## src/verilog/tcdma_pkg.sv

```systemverilog
// Package for the two-channel cycle-steal DMA controller.
// Assumes a 32-bit APB slave port and a 20-bit system bus.
package tcdma_pkg;
  // ----------------------------------------------------------------
  // Widths
  // ----------------------------------------------------------------
  localparam int ADDR_W = 20;
  localparam int CNT_W = 16;
  localparam int WAIT_W = 2;
  localparam int SEL_W = 5;
  // ----------------------------------------------------------------
  // Register byte offsets (channel 1 adds CH_STRIDE)
  // ----------------------------------------------------------------
  localparam logic [6:0] CH_STRIDE = 7'h20;
  localparam logic [4:0] OFF_CTRL = 5'h00;
  localparam logic [4:0] OFF_SEL = 5'h04;
  localparam logic [4:0] OFF_SRC = 5'h08;
  localparam logic [4:0] OFF_DST = 5'h0c;
  localparam logic [4:0] OFF_RLD = 5'h10;
  localparam logic [4:0] OFF_CNT = 5'h14;
  localparam logic [4:0] OFF_PTR = 5'h18;
  localparam logic [6:0] OFF_WAIT = 7'h40;
  // ----------------------------------------------------------------
  // Control and select fields
  // ----------------------------------------------------------------
  localparam int CTL_EN = 0;
  localparam int CTL_PEND = 1;
  localparam int CTL_WORD = 2;
  localparam int CTL_REP = 3;
  localparam int CTL_SINC = 4;
  localparam int CTL_DINC = 5;
  localparam int SEL_GRP = 4;
  localparam int SEL_SWREQ = 5;
  localparam logic [WAIT_W-1:0] WAIT_RST = 2'h0;
  // ----------------------------------------------------------------
  // Engine state
  // ----------------------------------------------------------------
  typedef enum logic [3:0] {
    ST_IDLE = 4'b0001,
    ST_RD = 4'b0010,
    ST_WR = 4'b0100,
    ST_GAP = 4'b1000
  } tcdma_fsm_type;
  typedef struct packed {
    logic [1:0][ADDR_W-1:0] src;
    logic [1:0][ADDR_W-1:0] dst;
    logic [1:0][ADDR_W-1:0] wptr;
    logic [1:0][CNT_W-1:0] rld;
    logic [1:0][CNT_W-1:0] cnt;
    logic [1:0][SEL_W-1:0] sel;
    logic [1:0] en, pend, word, rep, sinc, dinc, arm, prev, irq;
    logic [WAIT_W-1:0] waitst, wcnt;
    tcdma_fsm_type fsm;
    logic ch, beat, split, hold, rd, wr, byte_acc;
    logic [ADDR_W-1:0] xsrc, xdst, addr;
    logic [15:0] data, wdata;
  } tcdma_state_type;
endpackage

```

## src/verilog/tcdma_core.sv

```systemverilog
// Two-channel cycle-steal DMA engine with APB register slave.
// Assumes the system arbiter yields the bus while bus_hold is high and
// pulses cpu_done for each completed CPU bus access.
`timescale 1ns/1ps
`default_nettype none
module tcdma_core
  import tcdma_pkg::*;
(
  // Clock and reset
  input wire logic mclk,
  input wire logic resetn,
  // APB slave
  input wire logic psel,
  input wire logic penable,
  input wire logic pwrite,
  input wire logic [7:0] paddr,
  input wire logic [31:0] pwdata,
  output logic [31:0] prdata,
  output logic pready,
  output logic pslverr,
  // Request sources, one vector per channel
  input wire logic [31:0] periph_req0,
  input wire logic [31:0] periph_req1,
  // System bus
  output logic bus_hold,
  output logic [ADDR_W-1:0] mem_addr,
  output logic mem_rd,
  output logic mem_wr,
  output logic mem_byte,
  output logic [15:0] mem_wdata,
  input wire logic [15:0] mem_rdata,
  input wire logic mem_ready,
  input wire logic ext_area,
  input wire logic expansion_mode,
  input wire logic external_width_pin,
  input wire logic cpu_done,
  // Counter underflow pulses
  output logic [1:0] dma_irq
);
  tcdma_state_type s_reg, s_next;

  // Peripheral line picked by group and select fields
  function automatic logic pick(input logic [31:0] v, input logic [SEL_W-1:0] sl);
    pick = v[sl];
  endfunction

  // Register decode shared by the read mux and the write path
  function automatic logic is_ch(input logic [7:0] a, input logic [4:0] off);
    is_ch = (a[7:6] == 2'b00) && (a[4:0] == off);
  endfunction

  // ----------------------------------------------------------------
  // Bus-facing signals
  // ----------------------------------------------------------------
  logic apb_wr, ch_a, both_inc, mapped, rdy_ok;
  logic [31:0] rmux;
  assign apb_wr = psel && penable && pwrite;
  assign ch_a = paddr[5];
  assign both_inc = pwdata[CTL_SINC] && pwdata[CTL_DINC];
  assign mapped = (paddr == {1'b0, OFF_WAIT}) ||
                  ((paddr[7:6] == 2'b00) && (paddr[4:0] <= OFF_PTR) && (paddr[1:0] == 2'b00));
  // Only external areas in expansion modes wait on ready
  assign rdy_ok = !(expansion_mode && ext_area) || mem_ready;
  assign pready = 1'b1;
  assign pslverr = psel && penable &&
                   (!mapped || (pwrite && is_ch(paddr, OFF_CTRL) && both_inc));
  assign prdata = psel ? rmux : 32'h0000_0000;
  assign bus_hold = s_reg.hold;
  assign mem_addr = s_reg.addr;
  assign mem_rd = s_reg.rd;
  assign mem_wr = s_reg.wr;
  assign mem_byte = s_reg.byte_acc;
  assign mem_wdata = s_reg.wdata;
  assign dma_irq = s_reg.irq;

  always_comb begin
    rmux = 32'h0000_0000;
    if (paddr == {1'b0, OFF_WAIT}) begin
      rmux[WAIT_W-1:0] = s_reg.waitst;
    end else if (is_ch(paddr, OFF_CTRL)) begin
      rmux[CTL_EN] = s_reg.en[ch_a];
      rmux[CTL_PEND] = s_reg.pend[ch_a];
      rmux[CTL_WORD] = s_reg.word[ch_a];
      rmux[CTL_REP] = s_reg.rep[ch_a];
      rmux[CTL_SINC] = s_reg.sinc[ch_a];
      rmux[CTL_DINC] = s_reg.dinc[ch_a];
    end else if (is_ch(paddr, OFF_SEL)) begin
      rmux[SEL_W-1:0] = s_reg.sel[ch_a];
    end else if (is_ch(paddr, OFF_SRC)) begin
      rmux[ADDR_W-1:0] = s_reg.src[ch_a];
    end else if (is_ch(paddr, OFF_DST)) begin
      rmux[ADDR_W-1:0] = s_reg.dst[ch_a];
    end else if (is_ch(paddr, OFF_RLD)) begin
      rmux[CNT_W-1:0] = s_reg.rld[ch_a];
    end else if (is_ch(paddr, OFF_CNT)) begin
      rmux[CNT_W-1:0] = s_reg.cnt[ch_a];
    end else if (is_ch(paddr, OFF_PTR)) begin
      rmux[ADDR_W-1:0] = s_reg.wptr[ch_a];
    end
  end

  // ----------------------------------------------------------------
  // Next-state logic
  // ----------------------------------------------------------------
  always_comb begin
    logic c;
    logic line;
    logic [ADDR_W-1:0] a;
    logic [ADDR_W-1:0] step;
    c = 1'b0;
    line = 1'b0;
    a = '0;
    step = '0;
    s_next = s_reg;
    s_next.irq = 2'b00;
    case (s_reg.fsm)
      ST_IDLE: begin
        // Channel 0 first; nothing here reads or clears peripheral flags
        c = (s_reg.en[0] && s_reg.pend[0]) ? 1'b0 : 1'b1;
        if (s_reg.en[c] && s_reg.pend[c]) begin
          a = s_reg.arm[c] ? (s_reg.sinc[c] ? s_reg.src[c] : s_reg.dst[c])
                           : s_reg.wptr[c];
          if (s_reg.arm[c]) begin
            s_next.cnt[c] = s_reg.rld[c];
          end
          s_next.wptr[c] = a;
          s_next.arm[c] = 1'b0;
          s_next.pend[c] = 1'b0;
          s_next.ch = c;
          s_next.xsrc = s_reg.sinc[c] ? a : s_reg.src[c];
          s_next.xdst = s_reg.dinc[c] ? a : s_reg.dst[c];
          // Narrow bus applies to every area, internal included
          s_next.split = s_reg.word[c] &&
                         (external_width_pin || s_next.xsrc[0]);
          s_next.byte_acc = !s_reg.word[c] || s_next.split;
          s_next.addr = s_next.xsrc;
          s_next.rd = 1'b1;
          s_next.hold = 1'b1;
          s_next.beat = 1'b0;
          s_next.wcnt = s_reg.waitst;
          s_next.fsm = ST_RD;
        end
      end
      ST_RD: begin
        if (s_reg.wcnt != '0) begin
          s_next.wcnt = s_reg.wcnt - 1'b1;
        end else if (rdy_ok) begin
          if (s_reg.split && !s_reg.beat) begin
            s_next.data[7:0] = mem_rdata[7:0];
            s_next.beat = 1'b1;
            s_next.addr = s_reg.xsrc + 1'b1;
            s_next.wcnt = s_reg.waitst;
          end else begin
            if (s_reg.split) begin
              s_next.data[15:8] = mem_rdata[7:0];
            end else if (s_reg.word[s_reg.ch]) begin
              s_next.data = mem_rdata;
            end else begin
              s_next.data = {8'h00, mem_rdata[7:0]};
            end
            // Destination write follows the source read
            s_next.rd = 1'b0;
            s_next.wr = 1'b1;
            s_next.addr = s_reg.xdst;
            s_next.beat = 1'b0;
            s_next.wcnt = s_reg.waitst;
            s_next.split = s_reg.word[s_reg.ch] &&
                           (external_width_pin || s_reg.xdst[0]);
            s_next.byte_acc = !s_reg.word[s_reg.ch] || s_next.split;
            s_next.wdata = s_next.split ? {8'h00, s_next.data[7:0]} : s_next.data;
            s_next.fsm = ST_WR;
          end
        end
      end
      ST_WR: begin
        if (s_reg.wcnt != '0) begin
          s_next.wcnt = s_reg.wcnt - 1'b1;
        end else if (rdy_ok) begin
          if (s_reg.split && !s_reg.beat) begin
            s_next.beat = 1'b1;
            s_next.addr = s_reg.xdst + 1'b1;
            s_next.wdata = {8'h00, s_reg.data[15:8]};
            s_next.wcnt = s_reg.waitst;
          end else begin
            c = s_reg.ch;
            s_next.wr = 1'b0;
            s_next.hold = 1'b0;
            s_next.byte_acc = 1'b0;
            step = s_reg.word[c] ? 20'h00002 : 20'h00001;
            s_next.wptr[c] = s_reg.wptr[c] + step;
            if (s_reg.cnt[c] == '0) begin
              s_next.irq[c] = 1'b1;
              if (s_reg.rep[c]) begin
                s_next.cnt[c] = s_reg.rld[c];
              end else begin
                s_next.cnt[c] = '1;
                s_next.en[c] = 1'b0;
              end
            end else begin
              s_next.cnt[c] = s_reg.cnt[c] - 1'b1;
            end
            s_next.fsm = ST_GAP;
          end
        end
      end
      ST_GAP: begin
        // The CPU must get one bus access before the next steal
        if (cpu_done) begin
          s_next.fsm = ST_IDLE;
        end
      end
      default: begin
        s_next.fsm = ST_IDLE;
      end
    endcase
    // Register writes come after the engine so a fresh enable keeps its arm
    if (apb_wr) begin
      if (paddr == {1'b0, OFF_WAIT}) begin
        s_next.waitst = pwdata[WAIT_W-1:0];
      end else if (is_ch(paddr, OFF_CTRL)) begin
        s_next.en[ch_a] = pwdata[CTL_EN];
        s_next.arm[ch_a] = pwdata[CTL_EN] || (s_next.arm[ch_a] && s_reg.en[ch_a]);
        if (!pwdata[CTL_PEND]) begin
          s_next.pend[ch_a] = 1'b0;
        end
        s_next.word[ch_a] = pwdata[CTL_WORD];
        s_next.rep[ch_a] = pwdata[CTL_REP];
        if (!both_inc) begin
          s_next.sinc[ch_a] = pwdata[CTL_SINC];
          s_next.dinc[ch_a] = pwdata[CTL_DINC];
        end
      end else if (is_ch(paddr, OFF_SEL)) begin
        s_next.sel[ch_a] = pwdata[SEL_W-1:0];
      end else if (is_ch(paddr, OFF_SRC)) begin
        s_next.src[ch_a] = pwdata[ADDR_W-1:0];
      end else if (is_ch(paddr, OFF_DST)) begin
        s_next.dst[ch_a] = pwdata[ADDR_W-1:0];
      end else if (is_ch(paddr, OFF_RLD)) begin
        s_next.rld[ch_a] = pwdata[CNT_W-1:0];
      end
    end
    // Request sets come last so a set beats any clear in the same cycle
    for (int i = 0; i < 2; i++) begin
      line = pick(i == 0 ? periph_req0 : periph_req1, s_reg.sel[i]);
      s_next.prev[i] = line;
      // No interrupt mask is consulted; extra requests merge into pend
      if (line && !s_reg.prev[i]) begin
        s_next.pend[i] = 1'b1;
      end
      if (apb_wr && is_ch(paddr, OFF_SEL) && (ch_a == i[0]) && pwdata[SEL_SWREQ]) begin
        s_next.pend[i] = 1'b1;
      end
    end
  end

  always_ff @(posedge mclk or negedge resetn) begin
    if (!resetn) begin
      s_reg <= '0;
      s_reg.fsm <= ST_IDLE;
      s_reg.waitst <= WAIT_RST;
    end else begin
      s_reg <= s_next;
    end
  end
endmodule
`default_nettype wire

```

## config.mk

```make
export PLATFORM = sky130hd
export DESIGN_NAME = tcdma_core
export DESIGN_NICKNAME = d
export VERILOG_FILES = /design/src/verilog/tcdma_pkg.sv /design/src/verilog/tcdma_core.sv
export SDC_FILE = /design/constraint.sdc
export NUM_CORES = 1
export LEC_CHECK = 0
export BUFFER_PORTS_ARGS = -buffer_cell sky130_fd_sc_hd__buf_2
export CORE_AREA = 3 3 188 190
export CTS_CLUSTER_SIZE = 24
export DETAILED_ROUTE_END_ITERATION = 6
export DIE_AREA = 0 0 191 193
export MAX_ROUTING_LAYER = met4
export PLACE_DENSITY = 0.77
export SLEW_MARGIN = 40
export SYNTH_ARGS = -nofsm -noshare
export SYNTH_HDL_FRONTEND = slang
export SYNTH_SLANG_ARGS = --single-unit
```

## constraint.sdc

```tcl
create_clock -name mclk -period 5.47 [get_ports mclk]
set_input_delay 0.547 -clock mclk [delete_from_list [all_inputs] [get_ports mclk]]
set_output_delay 0.547 -clock mclk [all_outputs]
set_load 0.02 [all_outputs]
```

==> flow_metrics.py <==
metrics = {
    "status": {
        "status": "finished, final reports clean",
    },
    "floorplan": {
        "start_util": 0.604,
        "die_y_um": 193,
        "rows": 67,
        "die-area_mm2": 0.0369,
        "ios": 206,
        "core_mm2": 0.0336,
        "die_w_um": 191,
    },
    "pwr": {
        "seq_power_share": 0.404,
        "powerDensity_mw_per_mm2": 280,
        "clockPowerShare": 0.421,
        "leakagePower_uw": 0.00996,
        "swShare": 0.288,
        "p_switching_uw": 1820,
        "combPwrFrac": 0.175,
        "internal-power_uw": 4500,
        "finalPower_uw": 6320,
        "ir_drop_mv": 0.240,
    },
    "grt": {
        "antenna_found_initial": 2,
        "overflow": 0,
        "track_usage": 0.373,
        "grt_pass1_vias": 17800,
        "grt_pass1_wl_um": 103000,
        "grt_start_max_net_pins": 90,
    },
    "clocking": {
        "cts_root_buf": "clkbuf_16",
        "cts_sinks": 319,
        "cts_resized": 0,
        "cts_tree": "built",
        "hold_buffers": 0,
        "numCtsBuffers": 37,
        "cts_setup_buffers": 0,
        "htreeDepth": 2,
        "clk_latency_ps": 540,
        "clk_pin_slew_ps": 60,
        "cts_buffer_depth": 3,
    },
    "route": {
        "drc": 0,
        "drtIter0Drc": 2496,
        "vias": 18600,
        "via_per_inst": 6.74,
        "wl_per_cell_um": 24.3,
        "drt-total-wl_um": 67200,
        "ant_nets": 0,
        "dr.pass1.iters": 7,
    },
    "sta": {
        "relSlewSlack": 0.461,
        "fin_crit_sh": 0.732,
        "setup_tns_ps": 0,
        "report.final.slew_viol_count": 0,
        "fin_crit_ps": 4000,
        "skew_ps": 21.4,
        "rsz0062_at_grt": "false",
        "hold_viol": 0,
        "timing.fmax_ghz": 0.250,
        "tightest_slew_ps": 806,
        "setup_violations": 0,
        "finalHoldWorstSlack_ps": 36.4,
    },
    "synth": {
        "yosysUniqueCellTypes": 84,
        "ys_seq_area_frac": 0.393,
        "postSynth.asyncResetShare": 1.00,
        "syn_avg_cell_area_um2": 9.16,
        "ys_ff_latch": 319,
        "ys_warn_count": 0,
        "synth_edf_count": 0,
        "ys.flop_type": "dfrtp_1",
        "synthCells": 2217,
        "syn_area_mm2": 0.0203,
    },
    "setup_path": {
        "rr_endpoint": "s_reg[218]$_DFFE_PN0P_",
        "crit_path_end_kind": "flop",
        "crit_end": "s_reg[218]$_DFFE_PN0P_",
        "critPathLaunchType": "flop",
        "worstPathArrival_ps": 4390,
        "worstReg2RegStart": "s_reg[120]$_DFFE_PN0P_",
        "path_class": "reg2reg",
        "setup.worst_path.start": "s_reg[120]$_DFFE_PN0P_",
        "cp.required_ps": 5860,
        "r2r_cells": 11,
        "critPathMaxFanout": 10,
        "rrSetupSlack_ps": 1470,
    },
    "cells_and_area": {
        "nets": 2421,
        "largest_reg_flops": 277,
        "seq_area_mm2": 0.00799,
        "multiInputGateArea_mm2": 0.0114,
        "design_area_mm2": 0.0226,
        "syn_to_final_growth_pct": 11.1,
        "fill_cells": 2713,
        "final_layout_size_suffix_gt1_frac": 0.223,
    },
    "run": {
        "max-cap-violations": 0,
    },
    "placement": {
        "dp_hpwl_um": 47000,
        "globalplace.congestion": 1.04,
        "place_area_mm2": 0.0212,
        "port_buffers": 180,
    },
    "worst_hold_path": {
        "min_path_type": "in2async",
    },
}
[worst min path at each step]
stage	from	end	slack, ps	cells past startpoint
after floorplan	resetn	bus_hold$_DFFE_PN0P_	250	0
after global placement	mem_wdata[0]$_DFFE_PN0P_	mem_wdata[0]$_DFFE_PN0P_	460	2
after detailed placement	mem_rd$_DFFE_PN0P_	mem_rd$_DFFE_PN0P_	470	2
after CTS	resetn	s_reg[21]$_DFFE_PN0P_	80	1
after global routing	resetn	s_reg[21]$_DFFE_PN0P_	90	1
final	resetn	s_reg[21]$_DFFE_PN0P_	40	1
[stage by stage]
stage               setup slack, ps  std cells  utilization
finish                         1470       2763        0.671
global route                   1290       2763        0.671
CTS                            1590       2760        0.670
detailed placement             1640       2692        0.631
global placement               1660       2691        0.630
floorplan                      1320       2228            -
[logic make-up after synthesis]
kind of cell,Yosys count,synth area share
AO/OA/AOI/OAI,575,0.175
XOR/XNOR,49,0.0211
adder cells (fa/ha/maj),7,0.00468
buffers and inverters,228,0.0536
flip-flops,319,0.393
multiplexers,328,0.197
other,2,0.000370
AND/OR/NAND/NOR,709,0.155
[cell usage in the layout, fill, tap and decap left out, types with 44 or more instances in the layout]
cell and instances:
a21oi_1 140, buf_2 178, buf_4 44, dfrtp_1 316
mux2_2 142, mux2i_1 129, nand2_1 309, nand3_1 63
nor2_1 182, o21ai_0 176
[worst max-delay path, cell delays in order, from the launching register on]
cell	delay [ps]
dfrtp_1	460
mux2i_1	500
clkinv_1	510
ha_1	430
a21oi_1	90
nor4_1	530
and4_1	300
buf_4	170
nor4bb_1	440
xnor2_1	140
a21oi_1	180
o21ai_0	100
[layer usage]
layer  vias to the layer above  global-route usage  part of all wire  routed length (um)
met2                      1258               0.539              0.42               28500
met5                         -                   -                 0                   0
li1                       8196                   -                 -                   -
met4                         0               0.172             0.057                3830
met3                       221               0.105              0.13                8890
met1                      8951               0.493              0.39               26000
[layout make-up]
type / instances / share of cell area
clock buffer: 55 / 0.0490
clock inverter: 13 / 0.00871
tap: 448 / 0.0248
multi-input combinational: 1681 / 0.503
antenna: 2 / 0.000222
inverter: 19 / 0.00316
sequential: 319 / 0.354
timing repair buffer: 226 / 0.0567
[power groups by stage]
stage	Sequential [uW]	Combinational, uW	Clock [uW]
2_1_floorplan	2570	840	0
3_3_place_gp	2590	1060	0
3_5_place_dp	2600	1080	0
4_1_cts	2550	1090	2670
5_1_grt	2570	1210	2780
6_report	2560	1110	2660
[synthesized netlist by cell type, types with 29 or more instances]
cell type | instances | share of area
clkbuf_1 | 111 | 0.021
a31oi_1 | 29 | 0.0089
a21oi_1 | 140 | 0.034
nand3_1 | 63 | 0.016
a22oi_1 | 29 | 0.011
nand2_1 | 313 | 0.058
nor3_1 | 37 | 0.0091
dfrtp_1 | 318 | 0.39
o21ai_0 | 177 | 0.044
mux2_2 | 142 | 0.079
buf_4 | 53 | 0.020
o22ai_1 | 29 | 0.0089
nor2_1 | 184 | 0.034
mux4_2 | 41 | 0.045
mux2i_1 | 130 | 0.064
Note: power is estimated with default switching activity, not from simulation.
